$ cat src/verilog/bcrtc_map.vh
`ifndef BCRTC_MAP_VH
`define BCRTC_MAP_VH

// Register pointer values; only six pointer bits are decoded.
`define BCRTC_PTR_W          6
`define BCRTC_ADDR_SECONDS   6'h00
`define BCRTC_ADDR_MINUTES   6'h01
`define BCRTC_ADDR_HOURS     6'h02
`define BCRTC_ADDR_WEEKDAY   6'h03
`define BCRTC_ADDR_DATE      6'h04
`define BCRTC_ADDR_MONTH     6'h05
`define BCRTC_ADDR_YEAR      6'h06
`define BCRTC_PTR_STEP       6'h01

// Fixed 7-bit slave address; the first byte reads D0h for write, D1h for read.
`define BCRTC_SLAVE_ADDR     7'h68

// Reset values of the control bits held in the time registers.
`define BCRTC_HALT_RST       1'h0
`define BCRTC_CEB_RST        1'h1
`define BCRTC_CB_RST         1'h1

// BCD limits of the counter chain.
`define BCRTC_SEC_MAX        8'h59
`define BCRTC_HOUR_MAX       8'h23
`define BCRTC_WDAY_MIN       8'h01
`define BCRTC_WDAY_MAX       8'h07
`define BCRTC_DATE_MIN       8'h01
`define BCRTC_MONTH_MAX      8'h12
`define BCRTC_YEAR_MAX       8'h99
`define BCRTC_ZERO_BCD       8'h00
`define BCRTC_DAYS_31        8'h31
`define BCRTC_DAYS_30        8'h30
`define BCRTC_DAYS_29        8'h29
`define BCRTC_DAYS_28        8'h28
`define BCRTC_FEB            8'h02
`define BCRTC_APR            8'h04
`define BCRTC_JUN            8'h06
`define BCRTC_SEP            8'h09
`define BCRTC_NOV            8'h11
`define BCRTC_UNIT_NINE      4'h9
`define BCRTC_LEAP_EVEN_TENS 2'h0
`define BCRTC_LEAP_ODD_TENS  2'h2

// Oscillator rising edges per second.
`define BCRTC_OSC_PER_SEC    32768

// Bus byte engine.
`define BCRTC_BIT_LAST       4'h8
`define BCRTC_TX_LAST        4'h7
`define BCRTC_KIND_ADDR      2'h0
`define BCRTC_KIND_PTR       2'h1
`define BCRTC_KIND_DATA      2'h2

// Write FIFO shape: pointer plus data byte, sixteen entries.
`define BCRTC_FIFO_WIDTH     14
`define BCRTC_FIFO_DEPTH     16
`define BCRTC_FIFO_AW        4

`endif

$ cat src/verilog/bcrtc_top.v
// What this block does
// - Seconds count BCD 00 to 59, wrap carries into minutes.
// - Minutes count BCD 00 to 59, wrap carries into hours.
// - Hours count 00 to 23; wrap advances date and weekday.
// - Weekday counts 01 to 07, then back to 01.
// - Date wraps after 31, 30, 29 or 28 per month and leap year.
// - Month counts 1 to 12, wrap carries into the year.
// - Year counts 00 to 99; multiples of four are leap years.
// - All time values are packed BCD on reads and writes.
// - Halt bit in seconds bit 7 stops oscillator and chain; resets 0.
// - Hours bits 7 and 6 are century enable and flag, reset 1.
// - Both lines are only pulled low or released.
// - Start and repeated start are data falling, stop data rising, clock high.
// - Data changes while clock low, sampled while clock high.
// - Bytes are eight bits with no limit before the stop.
// - Register pointer advances by one after each data byte.
// - Transmitter releases data after the eighth bit; receiver acknowledges.
// - After master acknowledge, release at ninth clock fall and keep sending.
// - Missing master acknowledge ends the read; wait for stop.
// - Respond only to slave address byte D0h write or D1h read.
// - Only six pointer bits are decoded, higher pointers alias.
`timescale 1ns/10ps
`default_nettype none
`include "bcrtc_map.vh"

module bcrtc_top #(
    parameter OSC_PER_SEC = `BCRTC_OSC_PER_SEC
) (
    input  wire clock,
    input  wire srst,
    input  wire osc_clk,
    input  wire scl_in,
    input  wire sda_in,
    output reg  sda_out_ff,
    output reg  sda_oe_ff,
    output reg  osc_enable_ff
);

    localparam ST_IDLE = 3'h0;
    localparam ST_RX   = 3'h1;
    localparam ST_ACK  = 3'h2;
    localparam ST_TX   = 3'h3;
    localparam ST_MACK = 3'h4;
    localparam ST_WAIT = 3'h5;

    // Three-stage synchronisers and filtered levels of the pins.
    reg [2:0]  osc_sync_ff;
    reg [2:0]  scl_sync_ff;
    reg [2:0]  sda_sync_ff;
    reg        osc_f_ff;
    reg        osc_d_ff;
    reg        scl_f_ff;
    reg        scl_d_ff;
    reg        sda_f_ff;
    reg        sda_d_ff;

    // Time and calendar registers.
    reg        halt_ff;
    reg [6:0]  sec_ff;
    reg [6:0]  min_ff;
    reg        ceb_ff;
    reg        cb_ff;
    reg [5:0]  hour_ff;
    reg [2:0]  wday_ff;
    reg [5:0]  date_ff;
    reg [4:0]  mon_ff;
    reg [7:0]  year_ff;
    reg [15:0] presc_ff;
    reg        step_ff;

    // Bus engine state.
    reg [2:0]  state_ff;
    reg [1:0]  kind_ff;
    reg [3:0]  cnt_ff;
    reg [7:0]  shift_ff;
    reg [7:0]  tx_ff;
    reg        rw_ff;
    reg        mack_ff;
    reg [5:0]  ptr_ff;
    reg        push_ff;
    reg [13:0] push_data_ff;

    wire        scl_rise;
    wire        scl_fall;
    wire        start_cond;
    wire        stop_cond;
    wire        fifo_in_ready;
    wire        fifo_out_valid;
    wire        fifo_out_ready;
    wire [13:0] fifo_out_data;
    wire [5:0]  wr_addr;
    wire [7:0]  wr_data;
    wire        leap;
    reg  [7:0]  month_len;
    reg  [7:0]  rd_byte;

    // BCD increment of one field, wrapping from the top value to the bottom one.
    function [7:0] bcd_inc;
        input [7:0] val;
        input [7:0] top;
        input [7:0] bottom;
        begin
            if (val == top) begin
                bcd_inc = bottom;
            end else if (val[3:0] == `BCRTC_UNIT_NINE) begin
                bcd_inc = {val[7:4] + 4'h1, 4'h0};
            end else begin
                bcd_inc = val + 8'h01;
            end
        end
    endfunction

    // Next BCD value of each field; the unused top bits are dropped where it is stored.
    wire [7:0]  nxt_sec  = bcd_inc({1'b0, sec_ff}, `BCRTC_SEC_MAX, `BCRTC_ZERO_BCD);
    wire [7:0]  nxt_min  = bcd_inc({1'b0, min_ff}, `BCRTC_SEC_MAX, `BCRTC_ZERO_BCD);
    wire [7:0]  nxt_hour = bcd_inc({2'h0, hour_ff}, `BCRTC_HOUR_MAX, `BCRTC_ZERO_BCD);
    wire [7:0]  nxt_wday = bcd_inc({5'h0, wday_ff}, `BCRTC_WDAY_MAX, `BCRTC_WDAY_MIN);
    wire [7:0]  nxt_date = bcd_inc({2'h0, date_ff}, month_len, `BCRTC_DATE_MIN);
    wire [7:0]  nxt_mon  = bcd_inc({3'h0, mon_ff}, `BCRTC_MONTH_MAX, `BCRTC_DATE_MIN);

    // Synchronisers: the first stage feeds only the second; a level is
    // accepted once the second and third stages agree.
    always @(posedge clock) begin
        if (srst) begin
            osc_sync_ff <= 3'h0;
            scl_sync_ff <= 3'h7;
            sda_sync_ff <= 3'h7;
            osc_f_ff    <= 1'b0;
            osc_d_ff    <= 1'b0;
            scl_f_ff    <= 1'b1;
            scl_d_ff    <= 1'b1;
            sda_f_ff    <= 1'b1;
            sda_d_ff    <= 1'b1;
        end else begin
            osc_sync_ff <= {osc_sync_ff[1:0], osc_clk};
            scl_sync_ff <= {scl_sync_ff[1:0], scl_in};
            sda_sync_ff <= {sda_sync_ff[1:0], sda_in};
            if (osc_sync_ff[1] == osc_sync_ff[2]) begin
                osc_f_ff <= osc_sync_ff[2];
            end
            if (scl_sync_ff[1] == scl_sync_ff[2]) begin
                scl_f_ff <= scl_sync_ff[2];
            end
            if (sda_sync_ff[1] == sda_sync_ff[2]) begin
                sda_f_ff <= sda_sync_ff[2];
            end
            osc_d_ff <= osc_f_ff;
            scl_d_ff <= scl_f_ff;
            sda_d_ff <= sda_f_ff;
        end
    end

    // Bus conditions: data edges while the clock stays high.
    assign scl_rise   = scl_f_ff && !scl_d_ff;
    assign scl_fall   = !scl_f_ff && scl_d_ff;
    assign start_cond = scl_f_ff && scl_d_ff && sda_d_ff && !sda_f_ff;
    assign stop_cond  = scl_f_ff && scl_d_ff && !sda_d_ff && sda_f_ff;

    // Second prescaler; it freezes together with the chain while halted.
    always @(posedge clock) begin
        if (srst) begin
            presc_ff      <= 16'h0000;
            step_ff       <= 1'b0;
            osc_enable_ff <= 1'b1;
        end else begin
            osc_enable_ff <= !halt_ff;
            step_ff       <= 1'b0;
            if (!halt_ff && osc_f_ff && !osc_d_ff) begin
                if (presc_ff == OSC_PER_SEC[15:0] - 16'h0001) begin
                    presc_ff <= 16'h0000;
                    step_ff  <= 1'b1;
                end else begin
                    presc_ff <= presc_ff + 16'h0001;
                end
            end
        end
    end

    // Leap year from the BCD year: even tens need units 0,4,8, odd tens 2,6.
    assign leap = year_ff[4] ? (year_ff[1:0] == `BCRTC_LEAP_ODD_TENS)
                             : (year_ff[1:0] == `BCRTC_LEAP_EVEN_TENS);

    // Last date of the current month.
    always @* begin
        case ({3'h0, mon_ff})
            `BCRTC_FEB: month_len = leap ? `BCRTC_DAYS_29 : `BCRTC_DAYS_28;
            `BCRTC_APR,
            `BCRTC_JUN,
            `BCRTC_SEP,
            `BCRTC_NOV: month_len = `BCRTC_DAYS_30;
            default:    month_len = `BCRTC_DAYS_31;
        endcase
    end

    // Writes from the bus wait in the FIFO; draining pauses on a count step.
    assign fifo_out_ready = !step_ff;
    assign wr_addr        = fifo_out_data[13:8];
    assign wr_data        = fifo_out_data[7:0];

    // Counter chain and register writes; a step and a write never coincide.
    always @(posedge clock) begin
        if (srst) begin
            halt_ff <= `BCRTC_HALT_RST;
            ceb_ff  <= `BCRTC_CEB_RST;
            cb_ff   <= `BCRTC_CB_RST;
            sec_ff  <= 7'h00;
            min_ff  <= 7'h00;
            hour_ff <= 6'h00;
            wday_ff <= 3'h1;
            date_ff <= 6'h01;
            mon_ff  <= 5'h01;
            year_ff <= 8'h00;
        end else if (step_ff) begin
            sec_ff <= nxt_sec[6:0];
            if ({1'b0, sec_ff} == `BCRTC_SEC_MAX) begin
                min_ff <= nxt_min[6:0];
                if ({1'b0, min_ff} == `BCRTC_SEC_MAX) begin
                    hour_ff <= nxt_hour[5:0];
                    if ({2'h0, hour_ff} == `BCRTC_HOUR_MAX) begin
                        wday_ff <= nxt_wday[2:0];
                        date_ff <= nxt_date[5:0];
                        if ({2'h0, date_ff} == month_len) begin
                            mon_ff <= nxt_mon[4:0];
                            if ({3'h0, mon_ff} == `BCRTC_MONTH_MAX) begin
                                year_ff <= bcd_inc(year_ff, `BCRTC_YEAR_MAX,
                                                   `BCRTC_ZERO_BCD);
                                if (year_ff == `BCRTC_YEAR_MAX && ceb_ff) begin
                                    cb_ff <= !cb_ff;
                                end
                            end
                        end
                    end
                end
            end
        end else if (fifo_out_valid) begin
            // Stored as received: packed BCD, unused bits dropped.
            case (wr_addr)
                `BCRTC_ADDR_SECONDS: begin
                    halt_ff <= wr_data[7];
                    sec_ff  <= wr_data[6:0];
                end
                `BCRTC_ADDR_MINUTES: min_ff <= wr_data[6:0];
                `BCRTC_ADDR_HOURS: begin
                    ceb_ff  <= wr_data[7];
                    cb_ff   <= wr_data[6];
                    hour_ff <= wr_data[5:0];
                end
                `BCRTC_ADDR_WEEKDAY: wday_ff <= wr_data[2:0];
                `BCRTC_ADDR_DATE:    date_ff <= wr_data[5:0];
                `BCRTC_ADDR_MONTH:   mon_ff  <= wr_data[4:0];
                `BCRTC_ADDR_YEAR:    year_ff <= wr_data;
                default: begin
                    halt_ff <= halt_ff;
                end
            endcase
        end
    end

    // Read view of the register at the pointer; unused bits read zero.
    always @* begin
        case (ptr_ff)
            `BCRTC_ADDR_SECONDS: rd_byte = {halt_ff, sec_ff};
            `BCRTC_ADDR_MINUTES: rd_byte = {1'b0, min_ff};
            `BCRTC_ADDR_HOURS:   rd_byte = {ceb_ff, cb_ff, hour_ff};
            `BCRTC_ADDR_WEEKDAY: rd_byte = {5'h00, wday_ff};
            `BCRTC_ADDR_DATE:    rd_byte = {2'h0, date_ff};
            `BCRTC_ADDR_MONTH:   rd_byte = {3'h0, mon_ff};
            `BCRTC_ADDR_YEAR:    rd_byte = year_ff;
            default:             rd_byte = 8'h00;
        endcase
    end

    // Slave byte engine: receive, acknowledge, transmit, wait for stop.
    always @(posedge clock) begin
        if (srst) begin
            state_ff     <= ST_IDLE;
            kind_ff      <= `BCRTC_KIND_ADDR;
            cnt_ff       <= 4'h0;
            shift_ff     <= 8'h00;
            tx_ff        <= 8'h00;
            rw_ff        <= 1'b0;
            mack_ff      <= 1'b0;
            ptr_ff       <= 6'h00;
            push_ff      <= 1'b0;
            push_data_ff <= 14'h0000;
            sda_out_ff   <= 1'b0;
            sda_oe_ff    <= 1'b0;
        end else begin
            push_ff    <= 1'b0;
            sda_out_ff <= 1'b0;
            if (start_cond) begin
                state_ff  <= ST_RX;
                kind_ff   <= `BCRTC_KIND_ADDR;
                cnt_ff    <= 4'h0;
                sda_oe_ff <= 1'b0;
            end else if (stop_cond) begin
                state_ff  <= ST_IDLE;
                sda_oe_ff <= 1'b0;
            end else begin
                case (state_ff)
                    ST_RX: begin
                        if (scl_rise) begin
                            shift_ff <= {shift_ff[6:0], sda_f_ff};
                            cnt_ff   <= cnt_ff + 4'h1;
                        end else if (scl_fall && cnt_ff == `BCRTC_BIT_LAST) begin
                            cnt_ff <= 4'h0;
                            if (kind_ff == `BCRTC_KIND_ADDR) begin
                                if (shift_ff[7:1] == `BCRTC_SLAVE_ADDR) begin
                                    rw_ff     <= shift_ff[0];
                                    kind_ff   <= `BCRTC_KIND_PTR;
                                    sda_oe_ff <= 1'b1;
                                    state_ff  <= ST_ACK;
                                end else begin
                                    state_ff <= ST_WAIT;
                                end
                            end else if (kind_ff == `BCRTC_KIND_PTR) begin
                                ptr_ff    <= shift_ff[5:0];
                                kind_ff   <= `BCRTC_KIND_DATA;
                                sda_oe_ff <= 1'b1;
                                state_ff  <= ST_ACK;
                            end else if (fifo_in_ready) begin
                                push_ff      <= 1'b1;
                                push_data_ff <= {ptr_ff, shift_ff};
                                ptr_ff       <= ptr_ff + `BCRTC_PTR_STEP;
                                sda_oe_ff    <= 1'b1;
                                state_ff     <= ST_ACK;
                            end else begin
                                state_ff <= ST_WAIT;
                            end
                        end
                    end
                    ST_ACK, ST_MACK: begin
                        if (scl_rise) begin
                            mack_ff <= !sda_f_ff;
                        end else if (scl_fall) begin
                            if (rw_ff && (state_ff == ST_ACK || mack_ff)) begin
                                tx_ff     <= rd_byte;
                                sda_oe_ff <= !rd_byte[7];
                                ptr_ff    <= ptr_ff + `BCRTC_PTR_STEP;
                                cnt_ff    <= 4'h0;
                                state_ff  <= ST_TX;
                            end else if (rw_ff) begin
                                sda_oe_ff <= 1'b0;
                                state_ff  <= ST_WAIT;
                            end else begin
                                sda_oe_ff <= 1'b0;
                                state_ff  <= ST_RX;
                            end
                        end
                    end
                    ST_TX: begin
                        if (scl_fall) begin
                            cnt_ff <= cnt_ff + 4'h1;
                            if (cnt_ff == `BCRTC_TX_LAST) begin
                                sda_oe_ff <= 1'b0;
                                state_ff  <= ST_MACK;
                            end else begin
                                tx_ff     <= {tx_ff[6:0], 1'b0};
                                sda_oe_ff <= !tx_ff[6];
                            end
                        end
                    end
                    ST_WAIT: begin
                        sda_oe_ff <= 1'b0;
                    end
                    default: begin
                        sda_oe_ff <= 1'b0;
                        state_ff  <= ST_IDLE;
                    end
                endcase
            end
        end
    end

    // Write FIFO between the bus side and the register file.
    bcrtc_fifo #(
        .WIDTH (`BCRTC_FIFO_WIDTH),
        .DEPTH (`BCRTC_FIFO_DEPTH),
        .AW    (`BCRTC_FIFO_AW)
    ) u_wr_fifo (
        .clock     (clock),
        .srst      (srst),
        .in_valid  (push_ff),
        .in_ready  (fifo_in_ready),
        .in_data   (push_data_ff),
        .out_valid (fifo_out_valid),
        .out_ready (fifo_out_ready),
        .out_data  (fifo_out_data)
    );

endmodule

`default_nettype wire

$ cat src/verilog/bcrtc_fifo.v
`timescale 1ns/10ps
`default_nettype none

module bcrtc_fifo #(
    parameter WIDTH = 14,
    parameter DEPTH = 16,
    parameter AW    = 4
) (
    input  wire             clock,
    input  wire             srst,
    input  wire             in_valid,
    output wire             in_ready,
    input  wire [WIDTH-1:0] in_data,
    output reg              out_valid,
    input  wire             out_ready,
    output reg  [WIDTH-1:0] out_data
);

    reg [WIDTH-1:0] mem [0:DEPTH-1];
    reg [AW:0]      wr_ptr_ff;
    reg [AW:0]      rd_ptr_ff;
    wire [AW:0]     used;
    wire            do_push;
    wire            do_load;

    // Memory fill level; the output register is an extra stage on top.
    assign used     = wr_ptr_ff - rd_ptr_ff;
    assign in_ready = (used != DEPTH[AW:0]);
    assign do_push  = in_valid && in_ready;
    assign do_load  = (used != {(AW+1){1'b0}}) && (!out_valid || out_ready);

    // Storage array written on every accepted word.
    always @(posedge clock) begin
        if (do_push) begin
            mem[wr_ptr_ff[AW-1:0]] <= in_data;
        end
    end

    // Pointers and the registered read port.
    always @(posedge clock) begin
        if (srst) begin
            wr_ptr_ff <= {(AW+1){1'b0}};
            rd_ptr_ff <= {(AW+1){1'b0}};
            out_valid <= 1'b0;
            out_data  <= {WIDTH{1'b0}};
        end else begin
            if (do_push) begin
                wr_ptr_ff <= wr_ptr_ff + 1'b1;
            end
            if (do_load) begin
                out_data  <= mem[rd_ptr_ff[AW-1:0]];
                out_valid <= 1'b1;
                rd_ptr_ff <= rd_ptr_ff + 1'b1;
            end else if (out_ready) begin
                out_valid <= 1'b0;
            end
        end
    end

endmodule

`default_nettype wire

$ cat config.mk
export PLATFORM = sky130hd
export DESIGN_NAME = bcrtc_top
export DESIGN_NICKNAME = d
export VERILOG_FILES = /design/src/verilog/bcrtc_top.v /design/src/verilog/bcrtc_fifo.v
export VERILOG_INCLUDE_DIRS = /design/src /design/src/verilog
export SDC_FILE = /design/constraint.sdc
export NUM_CORES = 1
export LEC_CHECK = 0
export ABC_AREA = 1
export BUFFER_PORTS_ARGS = -buffer_cell sky130_fd_sc_hd__buf_2
export CAP_MARGIN = 40
export CORE_MARGIN = 8
export CORE_UTILIZATION = 50
export CTS_CLUSTER_DIAMETER = 150
export CTS_CLUSTER_SIZE = 25
export DETAILED_ROUTE_END_ITERATION = 16
export GPL_TIMING_DRIVEN = 0
export PLACE_DENSITY = 0.62
export SYNTH_ARGS = -nofsm -noshare
export SYNTH_HDL_FRONTEND = slang
export SYNTH_SLANG_ARGS = --single-unit
export TNS_END_PERCENT = 5
$ cat constraint.sdc
create_clock -name clock -period 10.7 [get_ports clock]
set_input_delay 1.07 -clock clock [delete_from_list [all_inputs] [get_ports clock]]
set_output_delay 1.07 -clock clock [all_outputs]
set_load 0.01 [all_outputs]
Yosys cells after proc, flatten, opt, wreduce, memory -nomap -nowiden
Memory sizes are Yosys's and may differ from the RTL's. A register that Yosys moved wholly into a read port is not among the register bits.
Index checks and enable logic that the tools add are counted.
{"block": "totals", "register_bits": 137, "latchBits": 0, "mem_bits_rw": 224, "romBits": 0, "in_bits": 5, "out_inout_bits": 3, "elab_cells": 335, "memories": 1}
{"block": "classes", "add_sub_neg": 19, "n_mul": 0, "div_mod_pow": 0, "n_lt_le_gt_ge": 0, "n_eq_ne": 73, "shifts": 0, "muxes": 124, "bitwise_logic": 10, "reduce_logical": 71}
{"memory": "u_wr_fifo.mem", "depth": 16, "word_bits": 14, "read_ports": 1, "rd_ports_with_merged_regs": 1, "wr": 1, "line": "bcrtc_fifo.v:19", "source": "reg [WIDTH-1:0] mem [0:DEPTH-1];"}
{"cell": "two-way mux 6 bit", "count": 23}
{"cell": "two-way mux 7 bit", "count": 16}
{"cell": "two-way mux 8 bit", "count": 10}
{"cell": "two-way mux 3 bit", "count": 19}
{"cell": "one-hot mux 8 bit (7 select lines)", "count": 1}
{"cell": "two-way mux 5 bit", "count": 9}
{"cell": "AND reduction 7 bit", "count": 6}
{"cell": "== test 6 x 3 -> 1 bit (second input constant)", "count": 6}
{"cell": "two-way mux 1 bit", "count": 30}
{"cell": "== test 4 bit (second input constant)", "count": 7}
{"cell": "== test 6 x 2 -> 1 bit (second input constant)", "count": 4}
{"cell": "two-way mux 4 bit", "count": 6}
{"cell": "inequality test 4 bit (second input constant)", "count": 6}
{"cell": "AND reduction 8 bit", "count": 3}
{"cell": "nonzero test 2 bit", "count": 11}
{"cell": "== test 7 bit (second input constant)", "count": 3}
{"cell": "adder 6 x 1 -> 6 bit (second input constant)", "count": 3}
{"cell": "inequality test 2 bit (second input constant)", "count": 9}
{"cell": "adder 16 x 1 -> 16 bit (second input constant)", "count": 1}
{"cell": "== test 16 x 15 -> 1 bit (second input constant)", "count": 1}
{"cell": "two-way mux 16 bit", "count": 1}
{"cell": "inequality test 2 x 1 -> 1 bit (second input constant)", "count": 8}
{"cell": "adder 5 x 1 -> 5 bit (second input constant)", "count": 3}
{"cell": "adder 7 x 1 -> 7 bit (second input constant)", "count": 2}
{"cell": "other kinds (50)", "count": 109}

Depth between registers and ports, before layout
Gate-level depths: netlist (run 1).
{"block": "logic_depth", "word_depth": 10, "ltp_mapped": 17, "mapped_depth_nobuf": 15}

Hierarchy
A second synthesis (run 1) with hierarchy kept.
{"block": "unflattened", "hier_cells": 2008, "hier_area_um2": 17321.6}
{"module": "bcrtc_fifo", "instances": 1, "cells_each": 974, "area_per_inst_um2": 10383.7, "seq_area_each_um2": 7226.9}
{"module": "bcrtc_top", "instances": 1, "cells_each": 1034, "area_per_inst_um2": 6937.9, "seq_area_each_um2": 2522.4}

Worst setup path before layout (run 1)
Ideal clock, no wire load.
{"block": "synth_timing", "path_kind": "register -> register", "startpoint": "register u_wr_fifo.rd_ptr_ff[1]", "endpoint": "memory u_wr_fifo.mem[10][0] (enable)", "setup_ps": 403, "arrival_time_ps": 3077, "required_ps": 10297, "slack_ps": 7220, "path_stages_with_launch": 16, "period_less_slack_ps": 3480, "cell_sequence": "dfxtp_1 buf_2 inv_1 clkbuf_1 ha_1 nand2_1 nand2_1 nand2_1 nand2_1 nand2_1 nand2_1 nand2_2 nand2_1 buf_2 buf_2 nor3_1"}
{"block": "synth_between", "elab_chain_len": 5}
{"item": "from (decl)", "line": "bcrtc_fifo.v:21", "source": "reg [AW:0] rd_ptr_ff;"}
{"item": "from (signal assigned)", "line": "bcrtc_fifo.v:43", "source": "rd_ptr_ff <= {(AW+1){1'b0}};"}
{"item": "from (signal assigned)", "line": "bcrtc_fifo.v:53", "source": "rd_ptr_ff <= rd_ptr_ff + 1'b1;"}
{"item": "subtractor 5 bit", "line": "bcrtc_fifo.v:27", "source": "assign used = wr_ptr_ff - rd_ptr_ff;"}
{"item": "inequality test 5 bit", "line": "bcrtc_fifo.v:28", "source": "assign in_ready = (used != DEPTH[AW:0]);"}
{"item": "logical AND 1 bit", "line": "bcrtc_fifo.v:29", "source": "assign do_push = in_valid && in_ready;"}
{"item": "two-way mux 1 bit", "line": "bcrtc_fifo.v:34", "source": "if (do_push) begin"}
{"item": "two-way mux 1 bit (implied by the code)", "line": "bcrtc_fifo.v:35", "source": "mem[wr_ptr_ff[AW-1:0]] <= in_data;"}
{"item": "to (decl)", "line": "bcrtc_fifo.v:19"}
Every way passes these cells.

Final worst setup path (run 1)
{"block": "layout_timing", "startpoint": "register u_wr_fifo.rd_ptr_ff[1]", "endpoint": "memory u_wr_fifo.mem[2][3] (enable)"}
Same word-level chain as after synthesis.

==> reports/metrics.csv, run 1 <==
stage;metric;value;unit
min_path;Hold Path Origin;osc_sync_ff[0]$_SDFF_PP0_;
final_layout;post-route insts no fill;2370;
clock_tree;clock-pin slew on the worst setup and hold paths;0.11;ns
clock_tree;CTS tree;yes;
min_path;hold-critical path depth;2;
clock_tree;post-CTS setup buffer count;0;
clock_tree;CTS Buf Count;18;
power_and_ir_drop;Leakage;7.36;nW
grt;first-pass GRT wire length;73.1;mm
job;number of max-cap violations;0;
sta;unrepaired setup endpoints after global routing;no;
sta;Final Max Slew Viols;0;
setup_path;crit path launch type;flop;
logic_synthesis;Net Count, Synth;1906;
sta;Final min period;4.34;ns
grt;vias in the first global route;12472;
final_layout;layout cell share with drive strength beyond 1;6.76;%
routing;wl on met1;22.2;mm
setup_path;Crit Path Max Fanout;10;
placement;routability cong.;0.942;
floorplan;Ports;8;
floorplan;die width;201;um
logic_synthesis;top_reg_cell synth;edfxtp_1;
routing;1st-pass router iterations;5;
final_layout;Reg area;9750;um^2
sta;Fmax;0.230;GHz
min_path;HP Class;reg -> reg;
logic_synthesis;fraction of registers with async set or reset after synthesis;0;%
sta;Final period util;40.6;%
floorplan;Die ar.;40300;um^2
placement;Place WS;6.49;ns
power_and_ir_drop;Peak supply drop;0.146;mV
floorplan;Initial Util;50.9;%
setup_path;flop2flop setup slack;6.36;ns
sta;Setup-failing EPs final;0;
final_layout;Layout area overhead;7.89;%
routing;DR WL/cell;20.0;um
routing;Top Metal Used;met4;
routing;wire length on met3;3.80;mm
clock_tree;post-CTS sizing;0;
sta;Fin. Hold Viols;0;
grt;pin count of the biggest net entering global routing;27;
clock_tree;Max Root-Sink Buffers;3;
setup_path;worst setup path class;reg -> reg;
clock_tree;H-tree levels;1;
logic_synthesis;sequential fraction of the synthesis area;57.2;%
final_layout;fin nets;1949;
setup_path;reg-to-reg critical path startpoint;u_wr_fifo.rd_ptr_ff[1]$_SDFFE_PP0P_;
logic_synthesis;Post-synth top cells;285 x nor2_1, 249 x nand2_1, 224 x edfxtp_1;
status;run status;complete, no violations;
routing;DRC;0;
floorplan;Rows;67;
placement;placed wire-length estimate;34.0;mm
sta;hold slack final;0.412;ns
routing;post-route ant nets;0;
logic_synthesis;Post-Syn Area per Cell;9.12;um^2
logic_synthesis;post-synthesis cell type count;58;
logic_synthesis;Synth top area share;39.4;%
clock_tree;latest clock arrival within the worst-skew pair;0.55;ns
sta;Setup WS post-layout;6.36;ns
logic_synthesis;flops & latches, synth;375;
clock_tree;clk root buf;clkbuf_16;
floorplan;Core Area;33500;um^2
clock_tree;CTS sink cnt;375;
logic_synthesis;mapped cell area;17100;um^2
sta;actual slew at the worst max-slew pin;0.883;ns
routing;drt total wl;47.4;mm
logic_synthesis;Synth Instances;1870;
grt;total grt overflow;0;
grt;initial antenna violation count;0;
grt;All-Layer GR Usage;22.8;%
final_layout;filler cell count;3095;
routing;via/cell ratio;5.75;
final_layout;area of the multi-input gates;6370;um^2
logic_synthesis;number of synthesized flops with an enable pin;224;
routing;WL met2;20.6;mm
placement;cell total after placement;2341;
logic_synthesis;Synth area leader;edfxtp_1;
setup_path;Critical Path RT;10.96;ns
logic_synthesis;YS warnings;0;
setup_path;worst endpoint data arrival time;4.60;ns
sta;setup TNS;0;ns
power_and_ir_drop;power density cells;184;nW/um^2
placement;Port Buffer Count;5;
sta;clock skew;0.0273;ns
routing;vias;13620;
setup_path;critical path capture point type;flop;
final_layout;n_diodes;0;
clock_tree;CTS hold repair buffers;0;
setup_path;R2R cell count;16;
floorplan;Die Ht;201;um
min_path;hold-critical path endpoint;osc_sync_ff[1]$_SDFF_PP0_;
setup_path;reg-to-reg critical path endpoint;u_wr_fifo.mem[2][3]$_DFFE_PP_;
sta;Rel. slew slack;40.8;%
logic_synthesis;Synth area leaders;edfxtp_1 39%, dfxtp_1 18%, o21ai_0 6.4%, nor2_1 6.3%, nand2_1 5.5%;
routing;DRT iter0 DRCs;1385;
logic_synthesis;top-count cell post-synth;nor2_1;
[through the flow]
stage | utilization [%] | cell area [um^2] | power [mW]
final | 54.9 | 18400 | 3.38
after global placement | 52.6 | 17600 | 2.60
after CTS | 54.9 | 18400 | 3.38
after detailed placement | 53.3 | 17900 | 2.61
after global routing | 54.9 | 18400 | 3.56
after floorplan | - | 17100 | 2.28
[worst max-delay path, stage by stage, from the launching register on]
cell	delay [ns]
dfxtp_1	0.45
buf_2	0.34
inv_1	0.21
clkbuf_1	0.32
ha_1	0.42
nand2_1	0.12
nand2_1	0.08
nand2_1	0.08
nand2_1	0.05
nand2_1	0.08
nand2_1	0.11
nand2_2	0.24
nand2_1	0.15
buf_2	0.21
buf_2	0.23
nor3_2	0.59
buf_4	0.34
[sequential cells by signal, summed over array words and instances, names as in the netlist, 5 cells and up]
signal,cells
ptr_ff,6
presc_ff,16
u_wr_fifo.rd_ptr_ff,5
push_data_ff,14
date_ff,6
year_ff,8
mon_ff,5
min_ff,7
u_wr_fifo.mem,224
shift_ff,8
hour_ff,6
tx_ff,7
u_wr_fifo.wr_ptr_ff,5
u_wr_fifo.out_data,14
sec_ff,7
[power by group]
part           internal, mW  switching [mW]  total [mW]
Combinational         0.274           0.682       0.956
Clock                 0.323           0.459       0.782
Sequential             1.58          0.0655        1.64
Total                  2.18            1.21        3.38
[how the worst max path moves through the flow]
stage                                        startpoint                        endpoint  slack [ns]  depth (start not counted)
finish              u_wr_fifo.rd_ptr_ff[1]$_SDFFE_PP0P_   u_wr_fifo.mem[2][3]$_DFFE_PP_        6.36                         16
CTS                 u_wr_fifo.rd_ptr_ff[1]$_SDFFE_PP0P_   u_wr_fifo.mem[2][2]$_DFFE_PP_        6.46                         16
floorplan           u_wr_fifo.rd_ptr_ff[1]$_SDFFE_PP0P_  u_wr_fifo.mem[10][0]$_DFFE_PP_        7.22                         15
global placement    u_wr_fifo.rd_ptr_ff[1]$_SDFFE_PP0P_  u_wr_fifo.mem[1][10]$_DFFE_PP_        5.17                         15
detailed placement  u_wr_fifo.rd_ptr_ff[1]$_SDFFE_PP0P_   u_wr_fifo.mem[2][2]$_DFFE_PP_        6.49                         16
global route        u_wr_fifo.rd_ptr_ff[1]$_SDFFE_PP0P_   u_wr_fifo.mem[2][2]$_DFFE_PP_        6.17                         16
[layout by cell type, fill, tap and decap left out, types with 11 or more instances in the layout]
cell / synthesis / layout
a21oi_1: 108 / 108
a31oi_1: 11 / 11
buf_2: 15 / 20
buf_4: 4 / 17
clkbuf_1: 60 / 70
clkbuf_16: 0 / 18
dfxtp_1: 151 / 151
edfxtp_1: 224 / 224
ha_1: 31 / 31
inv_1: 159 / 159
nand2_1: 249 / 249
nand3_1: 102 / 102
nand4_1: 24 / 24
nor2_1: 285 / 282
nor3_1: 37 / 24
nor3_2: 1 / 14
o211ai_1: 18 / 18
o21ai_0: 218 / 218
o21ai_1: 13 / 13
o221ai_1: 17 / 17
o22ai_1: 48 / 48
xor2_1: 14 / 14
[area by class of cell]
type | instances | share of cell area, %
Clock buffer | 28 | 2.65
Multi-Input combinational cell | 1244 | 34.6
Clock inverter | 1 | 0.163
Timing Repair Buffer | 23 | 1.05
Tap cell | 448 | 3.05
Inverter | 169 | 3.47
Sequential cell | 375 | 53.0
Buffer | 82 | 2.01
[logic make-up after synthesis]
logic type / after synthesis / share of synthesized area [%]
flops: 375 / 57.2
simple gates: 745 / 19.1
xor+xnor: 18 / 0.924
other cells: 1 / 0.0220
compound gates: 449 / 14.6
fa+ha+maj: 31 / 2.27
buf+inv: 251 / 5.91
[layer usage]
| layer | up-vias | track usage (%) |
|---|---|---|
| met1 | 6572 | 33.9 |
| met4 | 0 | 3.92 |
| met3 | 54 | 3.81 |
| met5 | - | 0 |
| met2 | 459 | 35.0 |
| li1 | 6535 | - |
Power figures use the tool's default switching activity.
==> run 2: changes to the inputs <==
ABC_AREA = 0   (was 1)
clock period = 4.1 ns   (was 10.7 ns; I/O delays follow)
==> reports/metrics.csv, run 2 <==
stage;metric;value;unit
setup_path;Crit Path Max Fanout;10;
grt;initial antenna violation count;0;
logic_synthesis;Synth top area share;39.6;%
final_layout;max reg flops;224;
placement;placed instance area;17800;um^2
final_layout;layout cell share with drive strength beyond 1;12.2;%
placement;cell total after placement;1851;
logic_synthesis;Post-synth top cells;224 x edfxtp_1, 151 x dfxtp_1, 136 x nor2_1;
floorplan;Die ar.;40200;um^2
min_path;hold-critical path depth;2;
routing;1st-pass router iterations;5;
floorplan;Initial Util;50.7;%
grt;total grt overflow;0;
placement;routability cong.;0.939;
grt;All-Layer GR Usage;20.5;%
logic_synthesis;top_reg_cell synth;edfxtp_1;
grt;first-pass GRT wire length;65.6;mm
logic_synthesis;fraction of registers with async set or reset after synthesis;0;%
logic_synthesis;Synth area leader;edfxtp_1;
logic_synthesis;Synth Area in Compound Gates;9.80;%
setup_path;reg-to-reg critical path endpoint;u_wr_fifo.mem[4][6]$_DFFE_PP_;
floorplan;Ports;8;
routing;via/cell ratio;6.03;
sta;Final Max Slew Viols;0;
clock_tree;latest clock arrival within the worst-skew pair;0.53;ns
logic_synthesis;number of synthesized flops with an enable pin;224;
grt;pin count of the biggest net entering global routing;27;
logic_synthesis;post-synthesis cell type count;83;
clock_tree;CTS tree;yes;
final_layout;post-route insts no fill;1884;
logic_synthesis;mux share of post-synthesis cell area;12.7;%
sta;hold slack final;0.0609;ns
routing;post-route ant nets;0;
logic_synthesis;Synth area leaders;edfxtp_1 40%, dfxtp_1 18%, mux4_2 9.3%, nor2_1 3.0%, mux2i_1 2.9%;
setup_path;reg-to-reg critical path startpoint;u_wr_fifo.rd_ptr_ff[2]$_SDFFE_PP0P_;
routing;drt total wl;42.1;mm
final_layout;fin nets;1461;
logic_synthesis;sequential fraction of the synthesis area;57.4;%
routing;vias;11356;
setup_path;CP startpoint;u_wr_fifo.rd_ptr_ff[2]$_SDFFE_PP0P_;
clock_tree;clk root buf;clkbuf_16;
logic_synthesis;main combinational cell family by area after synthesis;simple AND/OR/NAND/NOR gates;
routing;DR WL/cell;22.3;um
logic_synthesis;flops & latches, synth;375;
sta;Fin. Hold Viols;0;
setup_path;worst setup path end;u_wr_fifo.mem[4][6]$_DFFE_PP_;
sta;Setup WS post-layout;0.211;ns
sta;Setup-failing EPs final;0;
power_and_ir_drop;Peak supply drop;0.506;mV
final_layout;filler cell count;2852;
setup_path;Critical Path RT;4.33;ns
sta;Final min period;3.89;ns
grt;vias in the first global route;11137;
logic_synthesis;top-count cell post-synth;edfxtp_1;
floorplan;Die Ht;200;um
clock_tree;Max Root-Sink Buffers;3;
placement;placed wire-length estimate;30.1;mm
setup_path;worst setup path class;reg -> reg;
final_layout;highest-count cells in the layout ignoring fill and taps;224 x edfxtp_1, 151 x dfxtp_1, 126 x nor2_1, 93 x nand2_1, 79 x clkbuf_1;
job;number of max-cap violations;0;
status;run status;complete, no violations;
logic_synthesis;Synth Area in XOR/XNOR;1.91;%
clock_tree;H-tree levels;1;
final_layout;most common cell after layout, fill and taps aside;edfxtp_1;
placement;Port Buffer Count;5;
logic_synthesis;simple-gate portion of the synthesized area;13.1;%
routing;DRT iter0 DRCs;933;
logic_synthesis;YS warnings;0;
power_and_ir_drop;power density cells;463;nW/um^2
placement;Place WS;-0.895;ns
logic_synthesis;Adder-Cell Fraction of Synth Area;2.28;%
setup_path;R2R cell count;11;
sta;Rel. slew slack;42.8;%
logic_synthesis;mapped cell area;17000;um^2
final_layout;n_diodes;0;
logic_synthesis;Post-Syn Area per Cell;12.3;um^2
sta;Fmax;0.257;GHz
final_layout;Finished Core Util;55.1;%
power_and_ir_drop;Leakage;6.15;nW
clock_tree;CTS Buf Count;18;
sta;Final period util;94.9;%
setup_path;crit path launch type;flop;
clock_tree;clock-pin slew on the worst setup and hold paths;0.10;ns
setup_path;critical path capture point type;flop;
clock_tree;CTS sink cnt;375;
logic_synthesis;Net Count, Synth;1414;
routing;DRC;0;
setup_path;worst endpoint data arrival time;4.12;ns
sta;clock skew;0.0239;ns
final_layout;Layout area overhead;8.63;%
floorplan;Core Area;33500;um^2
floorplan;Rows;67;
setup_path;flop2flop setup slack;0.21;ns
sta;actual slew at the worst max-slew pin;0.858;ns
logic_synthesis;Synth Instances;1378;
min_path;HP Class;in -> reg;
final_layout;Finished Cell Area;18500;um^2
floorplan;die width;200;um
## run 2: timing repair
item                       4_1_cts  5_1_grt
setup buffers                    1        2
hold buffers                     0        0
pin swaps                        1        2
setup endpoints to repair      228      144
gates resized for setup         13        8
## run 2: worst min-delay path by stage
stage                              startpoint                   endpoint
floorplan           scl_sync_ff[0]$_SDFF_PP1_  scl_sync_ff[1]$_SDFF_PP1_
global placement    sda_sync_ff[0]$_SDFF_PP1_  sda_sync_ff[1]$_SDFF_PP1_
detailed placement  sda_sync_ff[0]$_SDFF_PP1_  sda_sync_ff[1]$_SDFF_PP1_
CTS                                    scl_in  scl_sync_ff[0]$_SDFF_PP1_
global route                           sda_in  sda_sync_ff[0]$_SDFF_PP1_
finish                                 scl_in  scl_sync_ff[0]$_SDFF_PP1_
## run 2: area by class of cell
class | instances | area (um^2) | area share [%]
clock buffer | 31 | 520 | 2.82
timing repair buffer | 28 | 280 | 1.52
multi-input combinational | 879 | 6860 | 37.2
sequential | 375 | 9750 | 52.8
inverter | 38 | 143 | 0.772
buffer | 85 | 350 | 1.90
tap | 448 | 561 | 3.04
## run 2: layer usage
layer	wire length [um]	global-route usage, %
met5	0	0
met4	1200	6.49
met3	2420	3.11
met2	19700	33.9
met1	18800	27.6
## run 2: kinds of logic (layout without fill, tap and decap cells)
family                     count (synthesis)  count (layout)
AOI/OAI and AO/OA                        245             245
xor gates and xnor gates                  37              37
adders and majority gates                 31              31
buffers and inverters                    124             182
DFF                                      375             375
muxes                                    127             127
other                                      1               1
and+or+nand+nor                          438             438
## run 2: through the flow
step	setup TNS (ns)	power, mW
2_1_floorplan	0	5.92
3_3_place_gp	-255.50	6.55
3_5_place_dp	-120.00	6.60
4_1_cts	0	8.61
5_1_grt	-0.00976	8.93
6_report	0	8.55
## run 2: where the power goes
group          internal (mW)  leakage, nW  switching (mW)
Combinational           1.05         2.58            1.18
Sequential              4.09         3.32           0.190
Clock                  0.878        0.248            1.16
## run 2: critical path, cell delays in order, from the launching register on
cell      delay [ns]
dfxtp_1         0.33
clkbuf_1        0.44
clkbuf_2        0.38
inv_1           0.11
ha_1            0.34
o21a_1          0.18
o211a_1         0.24
o21ai_0         0.25
clkbuf_2        0.31
nand3_1         0.39
nor2_4          0.40
buf_6           0.21
